[config.mk]
export PLATFORM = sky130hd
export DESIGN_NAME = cle_lock
export DESIGN_NICKNAME = d
export VERILOG_FILES = /design/src/shared/cle_pkg.sv /design/src/rtl/cle_sync.sv /design/src/rtl/cle_lock.sv
export SDC_FILE = /design/constraint.sdc
export NUM_CORES = 1
export LEC_CHECK = 0
export BUFFER_PORTS_ARGS = -buffer_cell sky130_fd_sc_hd__clkbuf_2
export CAP_MARGIN = 25
export CORE_MARGIN = 2
export CORE_UTILIZATION = 33
export CTS_CLUSTER_SIZE = 10
export DETAILED_ROUTE_END_ITERATION = 7
export PLACE_DENSITY_LB_ADDON = 0.2
export SLEW_MARGIN = 20
export SYNTH_ARGS = -nofsm -noshare
export SYNTH_HDL_FRONTEND = slang
export SYNTH_HIERARCHICAL = 1
export SYNTH_SLANG_ARGS = --single-unit
[constraint.sdc]
create_clock -name core_clk -period 2.65 [get_ports core_clk]
set_input_delay 0.53 -clock core_clk [delete_from_list [all_inputs] [get_ports core_clk]]
set_output_delay 0.53 -clock core_clk [all_outputs]
set_load 0.03 [all_outputs]
[src/shared/cle_pkg.sv]
// Package with constants and types for the code lock and encryption block
package cle_pkg;
    localparam int ADDR_W = 15;
    localparam int ENC_DEPTH = 64;
    localparam int ENC_IDX_W = 6;
    localparam logic [7:0] ERASED_BYTE = 8'hFF;
    localparam logic [ADDR_W-1:0] SIG_ADDR_0 = 15'h0030;
    localparam logic [ADDR_W-1:0] SIG_ADDR_1 = 15'h0031;
    localparam logic [ADDR_W-1:0] SIG_ADDR_2 = 15'h0060;
    // Identification values below are arbitrary
    localparam logic [7:0] SIG_VAL_0 = 8'h11;
    localparam logic [7:0] SIG_VAL_1 = 8'h22;
    localparam logic [7:0] SIG_VAL_2 = 8'h33;
    localparam logic [2:0] LOCK_RESET = 3'h0;
    localparam logic [2:0] PROT_RESET = 3'h7;
    localparam int STROBE_SYNC_STAGES = 3;
    localparam logic [2:0] SETTLE_CYC = 3'h5;
    typedef enum logic [3:0] {
        CLE_LVL1 = 4'h1,
        CLE_LVL2 = 4'h2,
        CLE_LVL3 = 4'h4,
        CLE_LVL4 = 4'h8
    } cle_level_e;
    typedef enum logic [3:0] {
        CLE_OP_IDLE   = 4'h1,
        CLE_OP_VERIFY = 4'h2,
        CLE_OP_SIG    = 4'h4,
        CLE_OP_PROG   = 4'h8
    } cle_op_e;
endpackage : cle_pkg

[src/rtl/cle_sync.sv]
// Three-stage input synchroniser with agreement filter
`timescale 1ns/100ps
module cle_sync (
    input  wire logic core_clk,
    input  wire logic rstn,
    input  wire logic din,
    output logic      dout
);
    logic [2:0] sync_reg;
    logic [2:0] sync_next;
    logic       out_reg;
    logic       out_next;

    always_comb begin
        sync_next = {sync_reg[1:0], din};
        out_next  = out_reg;
        if (sync_reg[1] == sync_reg[2]) begin
            out_next = sync_reg[2];
        end
    end

    always_ff @(posedge core_clk or negedge rstn) begin
        if (!rstn) begin
            sync_reg <= 3'h0;
            out_reg  <= 1'h0;
        end else begin
            sync_reg <= sync_next;
            out_reg  <= out_next;
        end
    end

    assign dout = out_reg;
endmodule : cle_sync

[src/rtl/cle_lock.sv]
// Program lock, encryption array and signature verify path
`timescale 1ns/100ps
module cle_lock
    import cle_pkg::*;
#(
    parameter bit MASK_VARIANT = 1'b0
) (
    input  wire logic                     core_clk,
    input  wire logic                     rstn,
    input  wire logic                     program_strobe_n,
    input  wire logic                     mode_verify,
    input  wire logic                     mode_signature,
    input  wire logic                     mode_prog_code,
    input  wire logic                     mode_prog_enc,
    input  wire logic [2:0]               mode_prog_lock,
    input  wire logic                     erase,
    input  wire logic [cle_pkg::ADDR_W-1:0] addr,
    input  wire logic [7:0]               wdata,
    input  wire logic [7:0]               code_byte,
    input  wire logic                     external_access_select,
    input  wire logic                     code_table_read_instr,
    input  wire logic                     fetch_from_external,
    output logic [7:0]                    verify_data,
    output logic                          verify_valid,
    output logic                          code_write_en,
    output logic [7:0]                    code_write_data,
    output logic                          code_erase,
    output logic                          internal_fetch_block,
    output logic                          external_exec_block,
    output logic                          ea_effective,
    output logic [3:0]                    lock_level
);
    import cle_pkg::*;

    logic       strobe_s;
    logic       ea_s;
    logic [7:0] enc_mem [ENC_DEPTH];
    logic [7:0] enc_next [ENC_DEPTH];
    logic [2:0] prot_reg;
    logic [2:0] prot_next;
    logic [3:0] lvl_reg;
    logic [3:0] lvl_next;
    logic       strobe_d_reg;
    logic       ea_latch_reg;
    logic       ea_latch_next;
    logic       rst_seen_reg;
    logic [2:0] settle_reg;
    logic [2:0] settle_next;
    logic [7:0] vdata_reg;
    logic [7:0] vdata_next;
    logic       vvalid_reg;
    logic       vvalid_next;
    logic       cwe_reg;
    logic       cwe_next;
    logic [7:0] cwd_reg;
    logic [7:0] cwd_next;
    logic       cer_reg;
    logic       ifb_reg;
    logic       ifb_next;
    logic       eeb_reg;
    logic       eeb_next;
    logic       eaeff_reg;
    logic       eaeff_next;
    logic       pulse;
    logic       prog_ok;
    logic [ENC_IDX_W-1:0] idx;
    cle_level_e lvl_cur;

    cle_sync u_sync_strobe (
        .core_clk (core_clk),
        .rstn     (rstn),
        .din      (program_strobe_n),
        .dout     (strobe_s)
    );

    cle_sync u_sync_ea (
        .core_clk (core_clk),
        .rstn     (rstn),
        .din      (external_access_select),
        .dout     (ea_s)
    );

    assign pulse   = strobe_d_reg & ~strobe_s;
    assign idx     = addr[ENC_IDX_W-1:0];
    assign lvl_cur = cle_level_e'(lvl_reg);
    assign prog_ok = (lvl_cur == CLE_LVL1);

    // Decode of held lock bits; programmed cell reads as zero
    function automatic logic [3:0] decode(input logic [2:0] p);
        logic [3:0] r;
        r = CLE_LVL4;
        if (MASK_VARIANT) begin
            r = p[0] ? CLE_LVL1 : CLE_LVL2;
        end else begin
            case (p)
                3'h7: r = CLE_LVL1;
                3'h6: r = CLE_LVL2;
                3'h4: r = CLE_LVL3;
                3'h0: r = CLE_LVL4;
                default: r = CLE_LVL4;
            endcase
        end
        return r;
    endfunction : decode

    // Nonvolatile array updates: programming and erase
    generate
        for (genvar i = 0; i < ENC_DEPTH; i++) begin : g_enc
            always_comb begin
                enc_next[i] = enc_mem[i];
                if (erase) begin
                    enc_next[i] = ERASED_BYTE;
                end else if (pulse && mode_prog_enc && prog_ok
                             && !MASK_VARIANT
                             && idx == ENC_IDX_W'(i)) begin
                    enc_next[i] = enc_mem[i] & wdata;
                end
            end
            // Nonvolatile cells keep their contents through reset
            always_ff @(posedge core_clk) begin
                enc_mem[i] <= enc_next[i];
            end
        end
    endgenerate

    always_comb begin
        prot_next = prot_reg;
        if (erase) begin
            prot_next = PROT_RESET;
        end else if (pulse && !mode_prog_code && !mode_prog_enc) begin
            prot_next = prot_reg & ~mode_prog_lock;
        end
    end

    // Lock bits survive reset so a programmed level takes hold
    always_ff @(posedge core_clk) begin
        prot_reg <= prot_next;
    end

    // Level is captured once after reset release, the EA latch on each of the first five cycles
    always_comb begin
        lvl_next      = lvl_reg;
        ea_latch_next = ea_latch_reg;
        settle_next   = settle_reg;
        if (!rst_seen_reg) begin
            lvl_next      = decode(prot_reg);
        end
        // EA pin is taken every cycle until settle_reg reaches SETTLE_CYC, then held
        if (settle_reg != SETTLE_CYC) begin
            settle_next   = settle_reg + 3'h1;
            ea_latch_next = ea_s;
        end
    end

    always_comb begin
        vdata_next  = 8'hFF;
        vvalid_next = 1'b0;
        if (mode_signature) begin
            vvalid_next = 1'b1;
            case (addr)
                SIG_ADDR_0: vdata_next = SIG_VAL_0;
                SIG_ADDR_1: vdata_next = SIG_VAL_1;
                SIG_ADDR_2: vdata_next = SIG_VAL_2;
                default:    vdata_next = 8'hFF;
            endcase
        end else if (mode_verify) begin
            if (lvl_cur == CLE_LVL1 || lvl_cur == CLE_LVL2) begin
                vvalid_next = 1'b1;
                vdata_next  = ~(code_byte ^ enc_mem[idx]);
            end
        end
        cwe_next   = pulse && mode_prog_code && prog_ok && !erase;
        cwd_next   = wdata;
        ifb_next   = (lvl_cur != CLE_LVL1) && code_table_read_instr
                     && fetch_from_external;
        eeb_next   = (lvl_cur == CLE_LVL4) && fetch_from_external;
        eaeff_next = (lvl_cur == CLE_LVL1) ? ea_s : ea_latch_reg;
    end

    always_ff @(posedge core_clk or negedge rstn) begin
        if (!rstn) begin
            lvl_reg      <= CLE_LVL4;
            ea_latch_reg <= 1'b0;
            rst_seen_reg <= 1'b0;
            settle_reg   <= 3'h0;
            strobe_d_reg <= 1'b0;
            vdata_reg    <= 8'hFF;
            vvalid_reg   <= 1'b0;
            cwe_reg      <= 1'b0;
            cwd_reg      <= 8'hFF;
            cer_reg      <= 1'b0;
            ifb_reg      <= 1'b1;
            eeb_reg      <= 1'b1;
            eaeff_reg    <= 1'b0;
        end else begin
            lvl_reg      <= lvl_next;
            ea_latch_reg <= ea_latch_next;
            rst_seen_reg <= 1'b1;
            settle_reg   <= settle_next;
            strobe_d_reg <= strobe_s;
            vdata_reg    <= vdata_next;
            vvalid_reg   <= vvalid_next;
            cwe_reg      <= cwe_next;
            cwd_reg      <= cwd_next;
            cer_reg      <= erase;
            ifb_reg      <= ifb_next;
            eeb_reg      <= eeb_next;
            eaeff_reg    <= eaeff_next;
        end
    end

    assign verify_data          = vdata_reg;
    assign verify_valid         = vvalid_reg;
    assign code_write_en        = cwe_reg;
    assign code_write_data      = cwd_reg;
    assign code_erase           = cer_reg;
    assign internal_fetch_block = ifb_reg;
    assign external_exec_block  = eeb_reg;
    assign ea_effective         = eaeff_reg;
    assign lock_level           = lvl_reg;

    AST_NO_WRITE_LOCKED: assert property (@(posedge core_clk) disable iff (!rstn)
        rst_seen_reg && lvl_cur != CLE_LVL1 |=> !code_write_en)
        else $error("code write while locked");
    AST_VERIFY_OFF: assert property (@(posedge core_clk) disable iff (!rstn)
        rst_seen_reg && mode_verify && !mode_signature
        && (lvl_cur == CLE_LVL3 || lvl_cur == CLE_LVL4)
        |=> !verify_valid)
        else $error("verify not disabled");
    AST_XNOR: assert property (@(posedge core_clk) disable iff (!rstn)
        mode_verify && !mode_signature && lvl_cur == CLE_LVL1
        |=> verify_data == ~($past(code_byte) ^ $past(enc_mem[idx])))
        else $error("verify byte wrong");
    AST_EXT_BLOCK: assert property (@(posedge core_clk) disable iff (!rstn)
        rst_seen_reg && lvl_cur == CLE_LVL4 && fetch_from_external
        |=> external_exec_block)
        else $error("external execution not blocked");
    AST_TABLE_BLOCK: assert property (@(posedge core_clk) disable iff (!rstn)
        rst_seen_reg && lvl_cur == CLE_LVL2 && code_table_read_instr
        && fetch_from_external |=> internal_fetch_block)
        else $error("table read not blocked");
    AST_LEVEL_HELD: assert property (@(posedge core_clk) disable iff (!rstn)
        rst_seen_reg && $past(rst_seen_reg) |-> $stable(lvl_reg))
        else $error("lock level changed");
    AST_EA_LATCHED: assert property (@(posedge core_clk) disable iff (!rstn)
        rst_seen_reg && settle_reg == SETTLE_CYC && lvl_cur != CLE_LVL1
        |=> ea_effective == ea_latch_reg)
        else $error("ea not latched");
    AST_EA_FOLLOW: assert property (@(posedge core_clk) disable iff (!rstn)
        rst_seen_reg && lvl_cur == CLE_LVL1
        |=> ea_effective == $past(ea_s))
        else $error("ea not followed");
    AST_ENC_LOCKED: assert property (@(posedge core_clk) disable iff (!rstn)
        rst_seen_reg && !prog_ok && !erase
        |=> enc_mem[$past(idx)] == $past(enc_mem[idx]))
        else $error("encryption byte changed while locked");
    AST_LOCK_ONE_WAY: assert property (@(posedge core_clk) disable iff (!rstn)
        !erase |=> (prot_reg & ~$past(prot_reg)) == 3'h0)
        else $error("lock bit returned without erase");
    AST_SIG: assert property (@(posedge core_clk) disable iff (!rstn)
        mode_signature && addr == SIG_ADDR_0
        |=> verify_valid && verify_data == SIG_VAL_0)
        else $error("signature wrong");
    AST_ERASE: assert property (@(posedge core_clk) disable iff (!rstn)
        erase |=> prot_reg == PROT_RESET && enc_mem[0] == ERASED_BYTE)
        else $error("erase incomplete");

    COV_VERIFY: cover property (@(posedge core_clk) verify_valid && mode_verify);
    COV_SIG: cover property (@(posedge core_clk) verify_valid && mode_signature);
    COV_WRITE: cover property (@(posedge core_clk) code_write_en);
    COV_LOCKED: cover property (@(posedge core_clk) lvl_cur == CLE_LVL4);
    COV_LEVEL2: cover property (@(posedge core_clk) lvl_cur == CLE_LVL2);
endmodule : cle_lock

==> results.md, run 1 <==
- Status: complete, no violations
- Share of cell area taken by muxes after synthesis: 0.112
- Leading area contributor after synthesis: sky130_fd_sc_hd__dfxtp_1
- Synth-to-Final Area Change: 17.4%
- Longest Clk Path Bufs: 3
- Number of DRC markers in iteration 0: 1246
- Worst slew pin tran: between 0.7 and 0.8 ns
- Setup_tns: 0 ns
- Number of top-level pins: between 70 and 80
- Total wirelength of the detailed-routed design: 70.9 mm
- Post-layout net count: 2550
- Final weighted congestion in routability-driven placement: 0.905
- CTS tree: built
- Worst vdd rail ir drop: 0.373 mV
- Compound-cell area share of the yosys netlist: 0.159
- Kind of launch point of the worst setup path: register
- Post-synthesis net count: 2455
- Initial core utilization: 0.335
- Number of buffers inserted by port buffering: 70
- CP required: 3.12 ns
- Global-route wire length before repair: 109 mm
- Synthesized instance count: 2408
- Area of the die: about 72000 µm²
- DRC violations left: 0
- Final-layout fill cell count: 6864
- Via count of the first global-routing pass: 17687
- Post-Route Hold Slack: around 0.054 ns
- Post-detailed-placement half-perimeter wirelength: between 40 and 50 mm
- # rows: 96
- Mapped Area: 23100 µm²
- Setup clock skew after layout: around 0.024 ns
- Highest clock frequency the design can meet: 0.407 GHz
- Pins Over Slew Limit: 0
- Stage delay of the slowest cell on the critical path: 0.61 ns
- Area inside the core boundary: 68900 µm²
- Pre-Repair DR Iteration Count: 5
- Count of buffer and inverter cells on the critical path: 1
- Routed WL per cell: 20.5 µm
- Critical path class: register to register
- Post-synthesis sequential area ratio: 0.491
- Worst setup margin: 0.194 ns
- Arrival time of the worst setup path: just under 3 ns
- Per-instance average area after synthesis: 9.59 µm²
- Count of nets left with antenna violations after detail routing: 0
- Max reg flops: 512
- CTS H-Tree Depth: 3
- Largest fanout on the critical path: 16
- Share of synthesized cell area in and, or, nand and nor gates: 0.192
- Setup-failing EPs final: 0
- Series of cell instances along the critical path: or4b_4 -> nor2_4 -> nand2_4 -> nor3b_4 -> buf_12 -> nand2_1 -> o21ai_0 -> nand2b_1
- Die Height: 268 µm
- Most used flip-flop cell after synthesis: sky130_fd_sc_hd__dfxtp_1
- Number of cells in the finished layout apart from fillers: roughly 3500
- Global routing usage summed across all routing layers: 0.197
- Power Density: 659 nW/µm²
- Final Hold Violating Endpoints: 0
- Final Cycle Share: 0.927
- Master of the slowest instance on the critical path: sky130_fd_sc_hd__or4b_4
- Width of the die: 268 µm
- Max_slew headroom: 0.498
- Per-cell via count in the routed design: 5.19
- Number of library cell types mapped by synthesis: 55
- Top cells by area, synth: sky130_fd_sc_hd__dfxtp_1, sky130_fd_sc_hd__nand2b_1, sky130_fd_sc_hd__mux2i_1, sky130_fd_sc_hd__o21ai_0, sky130_fd_sc_hd__dfrtp_1
- Number of flip-flops and latches in the synthesized netlist: 555
- Area share of the largest cell type after synthesis: 0.447
- Leakage power: 10.6 nW
- Crit path max-delay family: simple AND/OR/NAND/NOR gates
- Count of yosys warnings during synthesis: 6
- Share of synthesized cell area in full adder, half adder and majority cells: 0.00206
- Fraction of synthesis flops using an asynchronous set or reset pin: 0.0721
- Number of flops mapped to enable cells by yosys: 0
- Pre-CTS setup slack: -0.297 ns
- Total power: approximately 18 mW
- Register with the highest flop count: enc_mem
- Clock sinks: 555
- Share of the synthesized netlist area taken by xor and xnor gates: 0.00379
- Unrepaired setup endpoints after global routing: no
- Pin count of the biggest net entering global routing: 119
- Inserted Clock Buffers: 66
- Class of the tightest hold or removal check: primary input to register
- Number of buffers inserted by post-CTS setup repair: 0
- Crit path capture type: register
- CTS root buffer: sky130_fd_sc_hd__clkbuf_16
- Min Tclk post-route: 2.46 ns
- GRT Residual Overflow: 0
- Number of antenna violations at the first check in global routing: 0
- Layout cell share with drive strength beyond 1: 0.136
- Clock input transition at the sequential cells of the worst setup and hold paths: approximately 0.060 ns
- Clock latency on the worst-skew pair: 0.59 ns
- Placed cells: 3365
- Main combinational cell family by area after synthesis: simple AND/OR/NAND/NOR gates
- Overall via count from detail_route: around 18000
- Max-cap violations: 0
cell usage after synthesis, drive strengths merged, types with 19 or more instances:
cell type and number:
dfrtp 21, buf 96, dfxtp 515, mux2i 256
o22ai 40, a22oi 48, o21ai 524, nand2 77
clkbuf 87, nand2b 519, nand3 19, dfstp 19
nor2 62
worst reg2reg max path: stages (launching register included):
cell and delay [ns]:
sky130_fd_sc_hd__dfrtp_1 0.42, sky130_fd_sc_hd__or4b_4 0.61, sky130_fd_sc_hd__nor2_4 0.13, sky130_fd_sc_hd__nand2_4 0.11, sky130_fd_sc_hd__nor3b_4 0.23, sky130_fd_sc_hd__buf_12 0.25, sky130_fd_sc_hd__nand2_1 0.26, sky130_fd_sc_hd__o21ai_0 0.25
sky130_fd_sc_hd__nand2b_1 0.08
what timing repair did:
item / 4_1_cts / 5_1_grt
hold endpoints to repair: 5 / 0
gates resized for setup: 0 / 1
hold buffers: 1 / 0
setup endpoints to repair: 0 / 5
kinds of logic (layout without fill, tap and decap cells):
logic type | after synthesis | after routing
compound gates | 666 | 666
buf+inv | 185 | 299
simple gates | 728 | 728
other cells | 1 | 2
flops | 555 | 555
fa+ha+maj | 4 | 4
mux | 259 | 259
xor+xnor | 10 | 10
per-layer routing:
metal	global-route usage	vias up	wire length, µm
li1	-	8504	-
met1	0.274	8864	33700
met2	0.313	451	31900
met3	0.0305	93	3750
met4	0.0608	0	1530
met5	0	-	0
placed cells by master (no fill, tap or decap), types with 9 or more instances in the layout:
cell,synthesis,layout
sky130_fd_sc_hd__a22oi_1,48,48
sky130_fd_sc_hd__o21ai_0,476,476
sky130_fd_sc_hd__dfrtp_1,21,21
sky130_fd_sc_hd__clkbuf_2,1,68
sky130_fd_sc_hd__nand2_4,21,21
sky130_fd_sc_hd__nand2_1,56,55
sky130_fd_sc_hd__buf_4,14,103
sky130_fd_sc_hd__o22ai_1,40,40
sky130_fd_sc_hd__clkbuf_16,0,70
sky130_fd_sc_hd__dfxtp_1,515,515
sky130_fd_sc_hd__buf_12,0,36
sky130_fd_sc_hd__a21oi_1,10,10
sky130_fd_sc_hd__mux2i_1,256,256
sky130_fd_sc_hd__nor2_1,59,59
sky130_fd_sc_hd__nor4_1,10,10
sky130_fd_sc_hd__dfstp_2,19,19
sky130_fd_sc_hd__nand3_1,19,19
sky130_fd_sc_hd__nand2b_1,519,519
sky130_fd_sc_hd__o21ai_1,48,48
sky130_fd_sc_hd__a32o_1,9,9
sky130_fd_sc_hd__nand4_1,9,9
sky130_fd_sc_hd__clkbuf_1,86,11
report_power, final:
group / switching, mW / leakage (nW) / total [mW] / internal (mW)
Clock: 3.34 / 0.915 / 8.15 / 4.81
Combinational: 0.781 / 5.06 / 1.27 / 0.485
Sequential: 0.0252 / 4.62 / 8.44 / 8.41
path summary, 6_finish.rpt:
path,from,endpoint,slack [ns],cells after the start
min in group asynchronous,rstn,settle_reg[2]$_DFFE_PN0P_,0.54,2
worst min register to register,u_sync_ea/sync_reg[0]$_DFF_PN0_,u_sync_ea/sync_reg[1]$_DFF_PN0_,0.35,0
max in group asynchronous,rstn,verify_data[7]$_DFF_PN1_,1.40,3
worst max register to register,lock_level[1]$_DFFE_PN0N_,enc_mem[27][6]$_SDFFE_PP1P_,0.19,8
worst max-delay path,lock_level[1]$_DFFE_PN0N_,enc_mem[27][6]$_SDFFE_PP1P_,0.19,8
worst min-delay path,program_strobe_n,u_sync_strobe/sync_reg[0]$_DFF_PN0_,0.05,1
through the flow:
step | utilization | area [µm²]
global route | 0.393 | 27100
CTS | 0.393 | 27100
detailed placement | 0.366 | 25200
global placement | 0.366 | 25200
finish | 0.393 | 27100
floorplan | - | 23100
cell type report:
class                   instances  area (µm²)  share of cell area
clock buffers                  85        1850              0.0682
multi-input cells            1668       10900               0.400
diodes                          1        2.50           0.0000923
clock inverters                 2        21.3            0.000785
well taps                     931        1160              0.0430
inverters                       2        7.51            0.000277
flip-flops and latches        555       11300               0.418
repair buffers                210        1870              0.0692
Power figures use the tool's default switching activity.
==> run 2, diff against run 1 <==
CORE_UTILIZATION = 60   (was 33)
==> run 2 against run 1 <==
- worst setup slack lost 0.030 ns
- first-iteration DRC count is 31% higher
- critical path type unchanged
- critical path depth is the same
- non-clock buffer count is 33 lower
==> results.md, run 2 (synthesized netlist as in run 1, its figures left out) <==
- Status: complete, no violations
- CTS H-Tree Depth: 3
- Clock Power Share: 0.460
- Leakage power: 10.4 nW
- Synth-to-Final Area Change: 13.5%
- Path depth of the worst reg2reg path: 8
- Area of the die: between 40000 and 50000 µm²
- Initial core utilization: 0.611
- Placed cells: about 2900
- Master of the slowest instance on the critical path: sky130_fd_sc_hd__or4b_4
- Total power: 17.8 mW
- Crit path capture type: register
- Crit path max-delay family: simple AND/OR/NAND/NOR gates
- Switching fraction of total power: 0.225
- Arrival time of the worst setup path: between 2 and 3 ns
- Post-detailed-placement half-perimeter wirelength: 39.7 mm
- Class of the tightest hold or removal check: primary input to register
- Standard cell area after detailed placement: about 24000 µm²
- Overall via count from detail_route: 18117
- Number of top-level pins: just over 70
- Worst R2R Setup Slack: between 0.15 and 0.2 ns
- Pin count of the biggest net entering global routing: roughly 130
- Most common cell after layout, fill and taps aside: sky130_fd_sc_hd__nand2b_1
- Pint: 13.8 mW
- CP required: 3.11 ns
- Leading cell types in the layout, fill and taps excluded: sky130_fd_sc_hd__nand2b_1, sky130_fd_sc_hd__dfxtp_1, sky130_fd_sc_hd__o21ai_0, sky130_fd_sc_hd__mux2i_1, sky130_fd_sc_hd__buf_4
- Number of buffers inserted by port buffering: 70
- Via count of the first global-routing pass: 17968
- Max_slew headroom: 0.458
- Width of the die: 200 µm
- Clock latency on the worst-skew pair: 0.58 ns
- Clock sinks: 555
- Per-cell via count in the routed design: about 6
- Largest fanout on the critical path: 16
- CTS tree: built
- Global routing usage summed across all routing layers: 0.313
- Clock input transition at the sequential cells of the worst setup and hold paths: 0.06 ns
- Source of the worst hold timing path: external_access_select
- Global-route wire length before repair: 100 mm
- Max-cap violations: 0
- Power Density: 679 nW/µm²
- Setup clock skew after layout: roughly 0.018 ns
- Area inside the core boundary: about 38000 µm²
- Total wirelength of the detailed-routed design: 62.8 mm
- Share of power burned in combinational logic: 0.066
- Power spent charging and discharging nets: approximately 4 mW
- Share of total power in sequential cells: 0.475
- Routed WL per cell: between 20 and 25 µm
- Series of cell instances along the critical path: or4b_4 -> nor2_4 -> nand2_4 -> nor3b_4 -> buf_12 -> nand2_1 -> o21ai_0 -> nand2b_1
- Area taken by flip-flops and latches: 11300 µm²
- Max reg flops: 512
- DRC violations left: 0
- Final-layout fill cell count: approximately 2900
- Final Instance Area: 26200 µm²
- Critical path class: register to register
- Die Height: ~200 µm
- Cell count along the critical path: 8
- Worst setup margin: 0.164 ns
- Setup_tns: 0 ns
- Unrepaired setup endpoints after global routing: no
- Highest clock frequency the design can meet: 0.402 GHz
- Count of nets left with antenna violations after detail routing: 0
- Inserted Clock Buffers: 66
- Number of antenna violations at the first check in global routing: 0
- R2R Path End: enc_mem[32][1]$_SDFFE_PP1P_
- Worst slew pin tran: about 0.81 ns
- Count of buffer and inverter cells on the critical path: 1
- Final Hold Violating Endpoints: 0
- # rows: 71
- Utilization after layout: 0.694
- Layout cell share with drive strength beyond 1: 0.124
- Final weighted congestion in routability-driven placement: 0.959
- Register with the highest flop count: enc_mem
- CTS root buffer: sky130_fd_sc_hd__clkbuf_16
- Ant diodes: 0
- Stage delay of the slowest cell on the critical path: 0.61 ns
- Post-Route Hold Slack: 0.0677 ns
- Longest Clk Path Bufs: 3
- Hold Crit Depth: 1
- Area occupied by multi-input gates: roughly 11000 µm²
- Number of cells in the finished layout apart from fillers: 3001
- Pre-Repair DR Iteration Count: 6
- Worst vdd rail ir drop: 0.564 mV
- Hold Path Sink: u_sync_ea/sync_reg[0]$_DFF_PN0_
- Number of DRC markers in iteration 0: 1635
- Pre-CTS setup slack: -0.246 ns
- Min Tclk post-route: 2.49 ns
- Post-layout net count: 2517
- Final Cycle Share: 0.938
- Kind of launch point of the worst setup path: register
- Crit Reg-Reg Startpoint: lock_level[1]$_DFFE_PN0N_
- Pins Over Slew Limit: 0
- Setup-failing EPs final: 0
- GRT Residual Overflow: 0
run 2: changes by cell type in the layout (fill, tap and decap cells not counted), sizes merged:
cell	previous run	this run
bufinv	0	1
diode	1	0
clkinvlp	0	1
clkinv	2	0
inv	2	3
buf	141	108
run 2: how the worst max path moves through the flow:
stage                         startpoint                     endpoint  slack (ns)
6_report       lock_level[1]$_DFFE_PN0N_  enc_mem[32][1]$_SDFFE_PP1P_        0.16
2_1_floorplan  lock_level[1]$_DFFE_PN0N_  enc_mem[16][3]$_SDFFE_PP1P_        0.37
4_1_cts        lock_level[1]$_DFFE_PN0N_  enc_mem[30][7]$_SDFFE_PP1P_        0.07
3_5_place_dp                     addr[1]     verify_data[6]$_DFF_PN1_       -0.25
3_3_place_gp                     addr[0]     verify_data[1]$_DFF_PN1_       -0.19
5_1_grt        lock_level[1]$_DFFE_PN0N_  enc_mem[32][1]$_SDFFE_PP1P_        0.01
run 2: metal layers:
layer,up-vias,track usage,routed length (µm)
met1,8792,0.441,27700
met5,-,0,0
met4,0,0.108,1880
li1,8448,-,-
met3,132,0.0534,4880
met2,745,0.487,28300
run 2: layout make-up:
type | instances | area share
clock buffer | 85 | 0.0706
clock inverter | 3 | 0.00177
inverter | 2 | 0.000286
multi-input combinational | 1668 | 0.414
sequential | 555 | 0.433
tap | 511 | 0.0244
timing repair buffer | 177 | 0.0563
run 2: power by group through the flow:
stage | combinational, mW | clock (mW) | sequential, mW
5_1_grt | 1.22 | 8.63 | 8.44
6_report | 1.17 | 8.18 | 8.44
2_1_floorplan | 0.690 | 0 | 8.66
4_1_cts | 1.14 | 8.26 | 8.44
3_5_place_dp | 1.14 | 0 | 8.62
3_3_place_gp | 1.13 | 0 | 8.61
run 2: repair_timing:
item,4_1_cts,5_1_grt
setup endpoints to repair,0,29
endpoints found under the hold margin,0,13
setup buffers,0,2
hold buffers,0,1
resized for setup,0,1
==> run 3, diff against run 2 <==
CORE_MARGIN = 1.5   (was 2)
REMOVE_ABC_BUFFERS = 1   (was unset)
==> run 3 against run 2 <==
- wire length fell by 1.6%
- highest routed layer unchanged
- final cell count fell by 0.73%
- clock skew up 0.0036 ns
- worst setup slack got worse by 0.042 ns
- power down 5.5%
- utilization decreased by 1.1 points
- sequential share of layout area up 0.70 points
==> results.md, run 3 (synthesized netlist as in run 1, its figures left out) <==
- Routed WL per cell: 20.8 µm
- Total wirelength of the detailed-routed design: 61.9 mm
- Number of buffers inserted by port buffering: 70
- Area occupied by multi-input gates: 10900 µm²
- Max reg flops: 512
- GRT Residual Overflow: 0
- DRC violations left: 0
- Critical path class: register to register
- Leakage power: between 10 and 15 nW
- Utilization after layout: 0.683
- Number of DRC markers in iteration 0: approximately 1500
- Leading cell types in the layout, fill and taps excluded: sky130_fd_sc_hd__nand2b_1, sky130_fd_sc_hd__dfxtp_1, sky130_fd_sc_hd__o21ai_0, sky130_fd_sc_hd__mux2i_1, sky130_fd_sc_hd__buf_4
- Pre-CTS setup slack: -0.0952 ns
- Hold Path Sink: u_sync_strobe/sync_reg[0]$_DFF_PN0_
- Number of antenna violations at the first check in global routing: 0
- Source of the worst hold timing path: program_strobe_n
- Largest fanout on the critical path: 8
- Area inside the core boundary: 37800 µm²
- Inserted Clock Buffers: 61
- Final-layout fill cell count: between 2000 and 3000
- Worst setup margin: roughly 0.12 ns
- Layout cell share with drive strength beyond 1: 0.117
- Clock latency on the worst-skew pair: 0.62 ns
- Initial core utilization: 0.611
- Series of cell instances along the critical path: or4b_4 -> nor2_4 -> nand2_4 -> nor3_4 -> buf_4 -> nand2_1 -> o21ai_0 -> nand2b_1
- Unrepaired setup endpoints after global routing: no
- Power Density: 652 nW/µm²
- Final Hold Violating Endpoints: 0
- CTS root buffer: sky130_fd_sc_hd__clkbuf_16
- Synth-to-Final Area Change: 11.7%
- Ant diodes: 0
- Class of the tightest hold or removal check: primary input to register
- Arrival time of the worst setup path: 3.02 ns
- Post-layout net count: approximately 2500
- Longest Clk Path Bufs: 3
- Via count of the first global-routing pass: 17375
- Kind of launch point of the worst setup path: register
- Global routing usage summed across all routing layers: 0.312
- Post-detailed-placement half-perimeter wirelength: 39.5 mm
- CTS tree: built
- Status: complete, no violations
- Die Height: approximately 200 µm
- Crit path capture type: register
- # rows: 71
- Pin count of the biggest net entering global routing: 145
- Setup-failing EPs final: 0
- Hold Crit Depth: 1
- Register with the highest flop count: enc_mem
- Worst R2R Setup Slack: 0.12 ns
- Final Cycle Share: 0.954
- Count of nets left with antenna violations after detail routing: 0
- Final weighted congestion in routability-driven placement: 0.907
- Max-cap violations: 0
- Max_slew headroom: 0.460
- Per-cell via count in the routed design: approximately 6.0
- Area taken by flip-flops and latches: 11300 µm²
- Overall via count from detail_route: 17892
- Global-route wire length before repair: 96.2 mm
- Stage delay of the slowest cell on the critical path: 0.61 ns
- Number of top-level pins: 71
- Worst vdd rail ir drop: roughly 0.5 mV
- Most common cell after layout, fill and taps aside: sky130_fd_sc_hd__nand2b_1
- CP required: approximately 3.1 ns
- Worst slew pin tran: 0.810 ns
- Pre-Repair DR Iteration Count: 5
- CTS H-Tree Depth: 2
- Highest clock frequency the design can meet: 0.396 GHz
- Path depth of the worst reg2reg path: 8
- Pins Over Slew Limit: 0
- Clock input transition at the sequential cells of the worst setup and hold paths: 0.06 ns
- Crit Reg-Reg Startpoint: lock_level[1]$_DFFE_PN0N_
- Setup clock skew after layout: between 0.02 and 0.025 ns
- Width of the die: between 150 and 200 µm
- Clock sinks: 555
- R2R Path End: enc_mem[10][2]$_SDFFE_PP1P_
- Master of the slowest instance on the critical path: sky130_fd_sc_hd__or4b_4
- Area of the die: 39700 µm²
- Min Tclk post-route: approximately 2.5 ns
==> run 3: metal layers <==
metal | track usage | share of wire | vias to the layer above
li1 | - | - | 8401
met1 | 0.414 | 0.44 | 8724
met2 | 0.515 | 0.47 | 628
met3 | 0.0432 | 0.063 | 139
met4 | 0.119 | 0.031 | 0
met5 | 0 | 0 | -
==> run 3: power breakdown <==
part	total [mW]	switching, mW	internal, mW	leakage, nW
Sequential	8.44	0.0245	8.41	4.62
Combinational	1.15	0.710	0.436	4.79
Clock	7.23	3.15	4.08	0.775
Total	16.8	3.89	12.9	10.2
==> run 3: critical path: cells and delay by family (launching register included) <==
family	cells	cell delay (ns)
flip-flops	1	0.42
AO/OA/AOI/OAI	1	0.28
buffers and inverters	1	0.22
AND/OR/NAND/NOR	6	1.47
==> run 3: final cells by class <==
| type | count | share of cell area |
|---|---|---|
| Inverter | 2 | 0.000291 |
| Clock inverter | 2 | 0.000679 |
| Sequential cell | 555 | 0.440 |
| Clock buffer | 73 | 0.0609 |
| Timing Repair Buffer | 168 | 0.0528 |
| Tap cell | 511 | 0.0248 |
| Multi-Input combinational cell | 1668 | 0.421 |
==> run 3: stage by stage <==
stage	hold slack (ns)	cell area [µm²]	total power, mW	TNS (ns)	instances
floorplan	0.234	22200	9.06	-24.93	2225
global placement	0.335	24200	9.72	-0.288	2901
detailed placement	0.336	24200	9.73	-0.459	2901
CTS	0.00106	25700	16.9	0	2976
global route	0.0181	25800	17.3	0	2979
finish	0.0256	25800	16.8	0	2979
==> run 3: how the worst max path moves through the flow <==
stage / from / end / slack (ns) / cells after the start
3_5_place_dp: addr[0] / verify_data[2]$_DFF_PN1_ / -0.1 / 8
4_1_cts: lock_level[1]$_DFFE_PN0N_ / enc_mem[32][1]$_SDFFE_PP1P_ / 0.08 / 8
5_1_grt: lock_level[1]$_DFFE_PN0N_ / enc_mem[3][4]$_SDFFE_PP1P_ / 0.003 / 8
6_report: lock_level[1]$_DFFE_PN0N_ / enc_mem[10][2]$_SDFFE_PP1P_ / 0.12 / 8
3_3_place_gp: addr[0] / verify_data[7]$_DFF_PN1_ / -0.06 / 8
2_1_floorplan: lock_level[1]$_DFFE_PN0N_ / enc_mem[26][0]$_SDFFE_PP1P_ / -0.22 / 7
==> run 3: what timing repair did <==
| action | in CTS | in global routing |
|---|---|---|
| setup buffers | 0 | 1 |
| hold buffers | 0 | 1 |
| gates resized for setup | 0 | 4 |
| setup endpoints to repair | 0 | 18 |
| hold endpoints to repair | 0 | 1 |
